==> src/pkg/csp_status_pkg.sv <==
// constants for the cyclic position status word builder
`default_nettype none
package csp_status_pkg;
  localparam int unsigned STATUS_W        = 16;
  localparam int unsigned BIT_TORQUE_LIM  = 15;
  localparam int unsigned BIT_SPARE_14    = 14;
  localparam int unsigned BIT_FOLLOW_ERR  = 13;
  localparam int unsigned BIT_TARGET_OK   = 12;
  localparam int unsigned BIT_INT_LIMIT   = 11;
  localparam int unsigned BIT_SPARE_10    = 10;
  localparam int unsigned BIT_REMOTE      = 9;
  localparam int unsigned BIT_SPARE_8     = 8;
  localparam int unsigned BIT_WARNING     = 7;
  localparam int unsigned BIT_VOLT_EN     = 4;
  localparam int unsigned STATE_BITS_W    = 7;
  localparam logic [7:0]  ALARM_DEVIATION = 8'h10;
  localparam logic [7:0]  ALARM_OVERLOAD  = 8'h30;
  localparam logic [15:0] STATUS_RESET    = 16'h0000;
  typedef enum logic [1:0] {
    FE_CLEAR = 2'b01,
    FE_SET   = 2'b10
  } follow_state_e;
endpackage
`default_nettype wire

==> src/logic/csp_status_word_builder.sv <==
// status word builder for cyclic synchronous position mode
// Summary of operation
// - bit 15 set while torque limit reached
// - bit 13 set when deviation exceeds window
// - bit 13 cleared only by alarm 10h/30h clear or by reset
// - bit 12 zero, target ignored when blocked
// - bit 12 one, target accepted otherwise
// - bit 11 set while any internal limit
// - bit 9 set once initialization finishes
// - bit 7 follows warning causes, self clearing
// - voltage bit set while main power present
// - halt bit forces immediate stop
`timescale 1ns/1ps
`default_nettype none
module csp_status_word_builder
  import csp_status_pkg::*;
(
  input  wire logic                    CLK,
  input  wire logic                    ARST_N,
  input  wire logic                    TORQUE_LIMIT_REACHED,
  input  wire logic                    DEVIATION_OVER_WINDOW,
  input  wire logic                    ALARM_CLEAR,
  input  wire logic [7:0]              ALARM_CODE,
  input  wire logic                    OP_ENABLED,
  input  wire logic                    MOTOR_EXCITED,
  input  wire logic                    HALT_BIT,
  input  wire logic                    STOP_INPUT,
  input  wire logic                    FORWARD_LIMIT_SENSOR,
  input  wire logic                    REVERSE_LIMIT_SENSOR,
  input  wire logic                    FORWARD_MOTION_BLOCK,
  input  wire logic                    REVERSE_MOTION_BLOCK,
  input  wire logic                    SOFT_LIMIT,
  input  wire logic                    MECH_LIMIT,
  input  wire logic                    INIT_DONE,
  input  wire logic                    INFO_PRESENT,
  input  wire logic                    MAIN_POWER,
  input  wire logic [STATE_BITS_W-1:0] STATE_BITS,
  input  wire logic                    TARGET_VALID,
  input  wire logic [31:0]             TARGET_POS,
  output var  logic [STATUS_W-1:0]     DRIVE_STATUS_WORD,
  output var  logic [31:0]             ACCEPTED_POS,
  output var  logic                    ACCEPTED_STB,
  output var  logic                    IMMEDIATE_STOP
);
  localparam int unsigned NPIN = 11;

  logic            rst_meta_q;
  logic            rst_n;
  logic [NPIN-1:0] pins_async;
  logic [NPIN-1:0] pins;

  // reset released through two flops, asserted at once
  always_ff @(posedge CLK or negedge ARST_N)
  begin
    if (!ARST_N)
    begin
      rst_meta_q <= 1'b0;
      rst_n      <= 1'b0;
    end
    else
    begin
      rst_meta_q <= 1'b1;
      rst_n      <= rst_meta_q;
    end
  end

  // pin-level inputs arrive from outside the clock domain
  assign pins_async = {TORQUE_LIMIT_REACHED, STOP_INPUT,
                       FORWARD_LIMIT_SENSOR, REVERSE_LIMIT_SENSOR,
                       FORWARD_MOTION_BLOCK, REVERSE_MOTION_BLOCK,
                       MECH_LIMIT, MAIN_POWER, INFO_PRESENT,
                       MOTOR_EXCITED, DEVIATION_OVER_WINDOW};

  pin_sync #(.W(NPIN)) u_sync (
    .clk      (CLK),
    .rst_n    (rst_n),
    .async_in (pins_async),
    .sync_out (pins)
  );

  logic torque_s, stop_s, fls_s, rls_s, fblk_s, rblk_s;
  logic mech_s, power_s, info_s, excited_s, dev_s;
  assign {torque_s, stop_s, fls_s, rls_s, fblk_s, rblk_s,
          mech_s, power_s, info_s, excited_s, dev_s} = pins;

  follow_state_e fe_q;
  follow_state_e fe_d;
  logic          int_limit;
  logic          blocked;
  logic          alarm_match;
  logic [STATUS_W-1:0] status_d;
  logic [31:0]   acc_pos_d;
  logic          acc_stb_d;
  logic          stop_d;
  logic          remote_q;
  logic          remote_d;

  // only these two alarms own the following-error flag
  function automatic logic is_follow_alarm(input logic [7:0] code);
    is_follow_alarm = (code == ALARM_DEVIATION)
                    || (code == ALARM_OVERLOAD);
  endfunction

  always_comb
  begin
    int_limit   = fls_s | rls_s | fblk_s | rblk_s
                | SOFT_LIMIT | mech_s;
    blocked     = !OP_ENABLED | !excited_s | HALT_BIT
                | stop_s | int_limit;
    alarm_match = ALARM_CLEAR && is_follow_alarm(ALARM_CODE);
    fe_d = fe_q;
    case (fe_q)
      FE_CLEAR:
        if (dev_s)
          fe_d = FE_SET;
      FE_SET:
        // set wins: a deviation still present keeps the flag up
        if (alarm_match && !dev_s)
          fe_d = FE_CLEAR;
      default:
        fe_d = FE_CLEAR;
    endcase
    remote_d = remote_q | INIT_DONE;
    status_d                 = STATUS_RESET;
    status_d[BIT_TORQUE_LIM] = torque_s;
    status_d[BIT_FOLLOW_ERR] = (fe_d == FE_SET);
    status_d[BIT_TARGET_OK]  = !blocked;
    status_d[BIT_INT_LIMIT]  = int_limit;
    status_d[BIT_REMOTE]     = remote_d;
    status_d[BIT_WARNING]    = info_s;
    status_d[STATE_BITS_W-1:0] = STATE_BITS;
    status_d[BIT_VOLT_EN]    = power_s;
    acc_stb_d = TARGET_VALID && !blocked;
    acc_pos_d = acc_stb_d ? TARGET_POS : ACCEPTED_POS;
    stop_d    = HALT_BIT;
  end

  always_ff @(posedge CLK or negedge rst_n)
  begin
    if (!rst_n)
    begin
      fe_q              <= FE_CLEAR;
      remote_q          <= 1'b0;
      DRIVE_STATUS_WORD <= STATUS_RESET;
      ACCEPTED_POS      <= '0;
      ACCEPTED_STB      <= 1'b0;
      IMMEDIATE_STOP    <= 1'b0;
    end
    else
    begin
      fe_q              <= fe_d;
      remote_q          <= remote_d;
      DRIVE_STATUS_WORD <= status_d;
      ACCEPTED_POS      <= acc_pos_d;
      ACCEPTED_STB      <= acc_stb_d;
      IMMEDIATE_STOP    <= stop_d;
    end
  end
endmodule // csp_status_word_builder
`default_nettype wire

==> src/logic/pin_sync.sv <==
// two-flop synchroniser for a vector of asynchronous inputs
`timescale 1ns/1ps
`default_nettype none
module pin_sync #(
  parameter int unsigned W = 1
) (
  input  wire logic         clk,
  input  wire logic         rst_n,
  input  wire logic [W-1:0] async_in,
  output var  logic [W-1:0] sync_out
);
  logic [W-1:0] meta_q;
  logic [W-1:0] meta_d;
  logic [W-1:0] sync_d;

  always_comb
  begin
    meta_d = async_in;
    sync_d = meta_q;
  end

  always_ff @(posedge clk or negedge rst_n)
  begin
    if (!rst_n)
    begin
      meta_q   <= '0;
      sync_out <= '0;
    end
    else
    begin
      meta_q   <= meta_d;
      sync_out <= sync_d;
    end
  end
endmodule // pin_sync
`default_nettype wire

==> config.mk <==
export PLATFORM = sky130hd
export DESIGN_NAME = csp_status_word_builder
export DESIGN_NICKNAME = d
export VERILOG_FILES = /design/src/pkg/csp_status_pkg.sv /design/src/logic/csp_status_word_builder.sv /design/src/logic/pin_sync.sv
export SDC_FILE = /design/constraint.sdc
export NUM_CORES = 1
export LEC_CHECK = 0
export BUFFER_PORTS_ARGS = -buffer_cell sky130_fd_sc_hd__buf_4
export CORE_ASPECT_RATIO = 0.7
export CORE_MARGIN = 2
export CORE_UTILIZATION = 35
export CTS_BUF_LIST = sky130_fd_sc_hd__clkbuf_8
export CTS_CLUSTER_DIAMETER = 80
export DETAILED_ROUTE_END_ITERATION = 10
export PLACE_DENSITY = 0.65
export RECOVER_POWER = 100
export SYNTH_ARGS = -nofsm -noshare
export SYNTH_HDL_FRONTEND = slang
export SYNTH_SLANG_ARGS = --single-unit
export TNS_END_PERCENT = 1
==> constraint.sdc <==
create_clock -name CLK -period 2.96 [get_ports CLK]
set_input_delay 0.296 -clock CLK [delete_from_list [all_inputs] [get_ports CLK]]
set_output_delay 0.296 -clock CLK [all_outputs]
set_load 0.03 [all_outputs]
# == Word level (Yosys, flattened, before mapping) ==
# Index checks and enable logic that the tools add are counted.
# totals
reg_bits,74
latch_bits,0
ramBits,0
rom_bits,0
output_inout_bits,50
memories,0
# op_classes
n_addsub,0
n_mul,0
n_div,0
magnitude_cmp,0
n_eq_ne,5
shift,0
muxes,3
n_bitwise,10
n_reduce_logical,8
# ops
cell,n
$or A1 B1 Y1,10
$eq A8 B5 Y1 const B,1
$eq A8 B6 Y1 const B,1
$eq A2 B2 Y1 const B,2
$logic_not A1 Y1,4
$mux W2,2
$pmux W2 S2,1
$logic_and A1 B1 Y1,3
$eq A2 B1 Y1 const B,1
$logic_or A1 B1 Y1,1

# == Depth between registers and ports, before layout ==
# logic_depth
word_depth,8
mapped_depth,5
depth_no_buf,5

# == Hierarchy ==
# A second synthesis with hierarchy kept.
# unflattened
hier_cells,140
hier_area_um2,2572.5
# modules_own_cells
mod,n_inst,cells_per_inst,area_per_inst_um2,seq_area_each_um2
csp_status_word_builder,1,118,2021.9,1277.5
pin_sync,1,22,550.5,550.5

# == Least setup slack after synthesis ==
# No wires, ideal clock.
# synth_path
kind,register to register
from,register u_sync.sync_out[6]
to,register ACCEPTED_POS[10]
t_arrival_ns,1.366
path_slack_ns,1.469
stages_incl_launch_ff,5
cell_sequence,dfrtp_1 nor4_4 nand4_4 buf_6 mux2_4
# synth_via
elab_chain_cells,7
# synth_lines
item,line_no,source
start: declaration,pin_sync.sv:10,output var logic [W-1:0] sync_out
start signal: assignment,pin_sync.sv:32,sync_out <= sync_d;
$or A1 B1 Y1 (2 in a row),csp_status_word_builder.sv:106,int_limit = fls_s | rls_s | fblk_s | rblk_s
$or A1 B1 Y1 (2 in a row),csp_status_word_builder.sv:107,| SOFT_LIMIT | mech_s;
$or A1 B1 Y1,csp_status_word_builder.sv:109,| stop_s | int_limit;
$logic_not A1 Y1,csp_status_word_builder.sv:133,acc_stb_d = TARGET_VALID && !blocked;
$logic_and A1 B1 Y1,csp_status_word_builder.sv:133,
end signal: assignment,csp_status_word_builder.sv:154,ACCEPTED_POS <= acc_pos_d;
end: declaration,csp_status_word_builder.sv:41,"output var logic [31:0] ACCEPTED_POS,"
# Every way passes these cells.
# A chain may end at the register's enable or synchronous reset.

# == Final worst setup path ==
# layout_path
from,register u_sync.sync_out[6]
to,register ACCEPTED_POS[23]
# The elaborated chain is that of the path after synthesis.

==> run_summary.xml <==
<?xml version="1.0" encoding="UTF-8"?>
<metrics>
  <group name="outcome">
    <metric name="status" unit="">completed</metric>
  </group>
  <group name="detailed_routing">
    <metric name="antenna_left" unit="">0</metric>
    <metric name="first_pass_iters" unit="">4</metric>
    <metric name="drt_drc_violations_left" unit="">0</metric>
    <metric name="avgViaCountPerCell" unit="">4.178</metric>
    <metric name="totalWireLength" unit="mm">4.767</metric>
    <metric name="num_vias" unit="">1504</metric>
    <metric name="wl_per_cell" unit="um">13.24</metric>
    <metric name="first_iter_violations" unit="">27</metric>
  </group>
  <group name="global_route">
    <metric name="global_route.overflow_total" unit="">0</metric>
    <metric name="grt_pass1_wl" unit="mm">7.521</metric>
    <metric name="maximum_number_of_pins_on_one_net_before_global_route_repair" unit="">39</metric>
    <metric name="number_of_global_route_vias_before_repair" unit="">1575</metric>
    <metric name="grt_antenna_before_repair" unit="">0</metric>
    <metric name="grt.total_usage" unit="%">12.88</metric>
  </group>
  <group name="clock_tree">
    <metric name="tritoncts" unit="">yes</metric>
    <metric name="clk_path_buf_depth" unit="">2</metric>
    <metric name="clock_tree.root_cell" unit="">sky130_fd_sc_hd__clkbuf_8</metric>
    <metric name="cts_htree_levels" unit="">3</metric>
    <metric name="cts.reportedPaths.clkPinSlew" unit="ns">0.09</metric>
    <metric name="cts-buffers-inserted" unit="">9</metric>
    <metric name="numClockSinks" unit="">73</metric>
    <metric name="worstSkewPairLatency" unit="ns">0.35</metric>
  </group>
  <group name="sta">
    <metric name="worstMarginPinSlew" unit="ns">1.312</metric>
    <metric name="unrepaired_setup_endpoints_after_global_routing" unit="">false</metric>
    <metric name="period_share" unit="%">76.75</metric>
    <metric name="finalCriticalPeriod" unit="ns">2.272</metric>
    <metric name="achievable-frequency" unit="GHz">0.4402</metric>
    <metric name="finalClockSkew" unit="ns">0.01409</metric>
    <metric name="slew_headroom" unit="%">12.55</metric>
    <metric name="final-setup-viol-count" unit="">0</metric>
    <metric name="timing_max_transition_violations_final" unit="">0</metric>
    <metric name="whs" unit="ns">0.06601</metric>
    <metric name="setup_total_negative_slack" unit="ns">0</metric>
    <metric name="hold_violations_final" unit="">0</metric>
  </group>
  <group name="logic_synthesis">
    <metric name="post-synth-top-area-fraction" unit="%">70.14</metric>
    <metric name="synthCells" unit="">139</metric>
    <metric name="yosys_register_bits" unit="">73</metric>
    <metric name="synth.area.top_cells" unit="">sky130_fd_sc_hd__dfrtp_1, sky130_fd_sc_hd__mux2_4, sky130_fd_sc_hd__buf_6</metric>
    <metric name="yosys.cell_types.count" unit="">26</metric>
    <metric name="yosysWarnings" unit="">0</metric>
    <metric name="syn_avg_cell_area" unit="sq um">18.48</metric>
    <metric name="sequential_share_of_the_synthesized_area" unit="%">71.16</metric>
    <metric name="post_syn_area" unit="sq um">2569</metric>
    <metric name="synthDominantAreaCellType" unit="">sky130_fd_sc_hd__dfrtp_1</metric>
  </group>
  <group name="place">
    <metric name="detailed_place.area" unit="sq um">3482</metric>
    <metric name="detailed_place_hpwl" unit="mm">3.464</metric>
    <metric name="globalplace.congestion" unit="">0.6295</metric>
    <metric name="placed_cells" unit="">343</metric>
    <metric name="port_buffers" unit="">110</metric>
  </group>
  <group name="critical_path">
    <metric name="worst_setup_path_end_kind" unit="">flop</metric>
    <metric name="cp_num_buf_inv" unit="">0</metric>
    <metric name="critPathRequiredTime" unit="ns">3.18</metric>
    <metric name="crit_path_start_kind" unit="">flop</metric>
    <metric name="crit_path_start" unit="">u_sync.sync_out[6]</metric>
    <metric name="worstPathArrival" unit="ns">2.49</metric>
    <metric name="category_of_the_most_critical_setup_path" unit="">reg -&gt; reg</metric>
    <metric name="worst_r2r_startpoint" unit="">u_sync.sync_out[6]</metric>
    <metric name="cell_with_the_largest_stage_delay_on_the_worst_path" unit="">sky130_fd_sc_hd__nand4_4</metric>
    <metric name="timing.critical_path.fanout_max" unit="">32</metric>
    <metric name="critical_path.cell_chain" unit="">nor4_1, nand4_4, mux2_1</metric>
    <metric name="timing.critical_path.max_delay_family" unit="">simple AND/OR/NAND/NOR gates</metric>
    <metric name="cpPeakStageDelay" unit="ns">0.64</metric>
  </group>
  <group name="final_layout">
    <metric name="drive_gt1_share" unit="%">32.44</metric>
    <metric name="design_area" unit="sq um">3349</metric>
    <metric name="area_growth_syn_to_layout" unit="%">30.39</metric>
    <metric name="instances_no_fill" unit="">360</metric>
    <metric name="antenna_cells_inserted" unit="">0</metric>
    <metric name="finish.net_count" unit="">325</metric>
  </group>
  <group name="power_and_ir_drop">
    <metric name="cell_internal_pwr" unit="uW">1452</metric>
    <metric name="sw_frac_of_total" unit="%">26.24</metric>
    <metric name="comb_power_share" unit="%">10.4</metric>
    <metric name="total_power" unit="uW">1968</metric>
    <metric name="max-vdd-ir-drop" unit="mV">0.3179</metric>
    <metric name="power_leakage" unit="uW">0.001679</metric>
    <metric name="power_density_normalized_to_cell_area" unit="nW/um^2">587.6</metric>
    <metric name="switching_power" unit="uW">516.4</metric>
    <metric name="p_clk_share" unit="%">35.2</metric>
    <metric name="seq_power_share" unit="%">54.5</metric>
  </group>
  <group name="floorplan">
    <metric name="die-width" unit="um">106.4</metric>
    <metric name="fp.dieArea" unit="sq um">8051</metric>
    <metric name="start_util" unit="%">35.73</metric>
    <metric name="floorplan.rows" unit="">26</metric>
    <metric name="die-height" unit="um">75.68</metric>
    <metric name="core-area" unit="sq um">7189</metric>
    <metric name="pin_count" unit="">116</metric>
  </group>
  <group name="flow_run">
    <metric name="timing.max_cap.violations" unit="">0</metric>
  </group>
  <group name="worst_hold_path">
    <metric name="min-delay-path-class" unit="">in -&gt; reg</metric>
    <metric name="hold_start" unit="">FORWARD_LIMIT_SENSOR</metric>
  </group>
</metrics>
stage by stage:
stage	setup WS [ns]	utilization [%]
floorplan	0.7783	-
detailed placement	0.7738	48.43
global placement	0.8018	48.43
global route	0.3776	46.59
CTS	0.7552	51.04
finish	0.6881	46.59
power groups by stage:
| stage | Combinational [uW] | Sequential, uW | Clock (uW) |
|---|---|---|---|
| final | 204 | 1070 | 692 |
| after global routing | 224 | 1080 | 772 |
| after CTS | 232 | 1080 | 729 |
| after detailed placement | 231 | 1100 | 0 |
| after global placement | 224 | 1090 | 0 |
| after floorplan | 81.3 | 1130 | 0 |
cells in the final DEF (no fill, tap or decap), types with 2 or more instances in the layout:
cell type	count
sky130_fd_sc_hd__mux2_2	2
sky130_fd_sc_hd__nor2_1	2
sky130_fd_sc_hd__dfrtp_1	72
sky130_fd_sc_hd__clkbuf_4	18
sky130_fd_sc_hd__nor4_1	2
sky130_fd_sc_hd__inv_1	3
sky130_fd_sc_hd__buf_4	44
sky130_fd_sc_hd__o21ai_0	2
sky130_fd_sc_hd__clkinv_4	2
sky130_fd_sc_hd__clkbuf_8	9
sky130_fd_sc_hd__mux2_1	29
sky130_fd_sc_hd__clkinvlp_4	2
sky130_fd_sc_hd__clkbuf_1	48
sky130_fd_sc_hd__conb_1	4
sky130_fd_sc_hd__ha_1	2
sky130_fd_sc_hd__nand2_1	3
sky130_fd_sc_hd__inv_6	2
final cells by class:
| cell class | count | area [sq um] |
|---|---|---|
| Fill cell | 711 | 3840 |
| Sequential cell | 73 | 1828 |
| Timing Repair Buffer | 112 | 660.6 |
| Multi-Input combinational cell | 59 | 553.0 |
| Clock buffer | 9 | 123.9 |
| Tap cell | 98 | 122.6 |
| Clock inverter | 7 | 53.80 |
| Inverter | 2 | 7.507 |
path summary, 6_finish.rpt:
check,end,slack [ns],cells past startpoint
setup / recovery,ACCEPTED_POS[23],0.69,3
hold / removal,u_sync.meta_q[8],0.07,1
setup reg to reg,ACCEPTED_POS[23],0.69,3
hold reg to reg,u_sync.sync_out[0],0.34,0
max in group asynchronous,DRIVE_STATUS_WORD[0],0.85,1
min in group asynchronous,rst_meta_q,0.27,2
cell usage after synthesis, drive strengths merged:
| cell type | number |
|---|---|
| inv | 2 |
| buf | 7 |
| nand2 | 3 |
| a211oi | 1 |
| and4bb | 1 |
| o21a | 1 |
| a21oi | 1 |
| nor3b | 1 |
| nor4 | 2 |
| and4b | 1 |
| a21o | 1 |
| o21ai | 2 |
| nor2 | 2 |
| and3 | 1 |
| mux2 | 32 |
| ha | 2 |
| dfrtp | 72 |
| dfstp | 1 |
| nand4 | 1 |
| nor2b | 1 |
| or2 | 1 |
| a211o | 1 |
| conb | 2 |
per-layer routing:
metal | routed length [um] | track usage (%)
met3 | 493 | 6.929
met5 | 0 | 0
met4 | 85 | 6.433
met2 | 2061 | 17.95
met1 | 2127 | 16.45
cell families (layout without fill, tap and decap cells):
logic type                 Yosys count  in the layout  synth area share [%]
and+or+nand+nor                     14             14                 4.579
DFF                                 73             73                 71.16
buffers and inverters                9            130                 2.776
muxes                               32             32                 18.41
adders and majority gates            2              2                0.9740
other                                2              4                0.2924
AOI/OAI and AO/OA                    7              7                 1.802
sequential cells by signal (all words and copies together), names as in the netlist, 2 cells and up:
signal and cells:
u_sync.meta_q 11, fe_q 2, ACCEPTED_POS 32, DRIVE_STATUS_WORD 13, u_sync.sync_out 11
repair_timing:
action	in CTS	in global routing
resized for setup	0	0
setup buffers	0	0
endpoints found under the hold margin	2	0
hold buffers	1	0
worst register-to-register path, delay by kind of cell, from the launching register on:
kind             cells  cell delay [ns]
muxes                1             0.54
DFF                  1             0.37
and+or+nand+nor      2             1.23
Note: power is estimated with default switching activity, not from simulation.
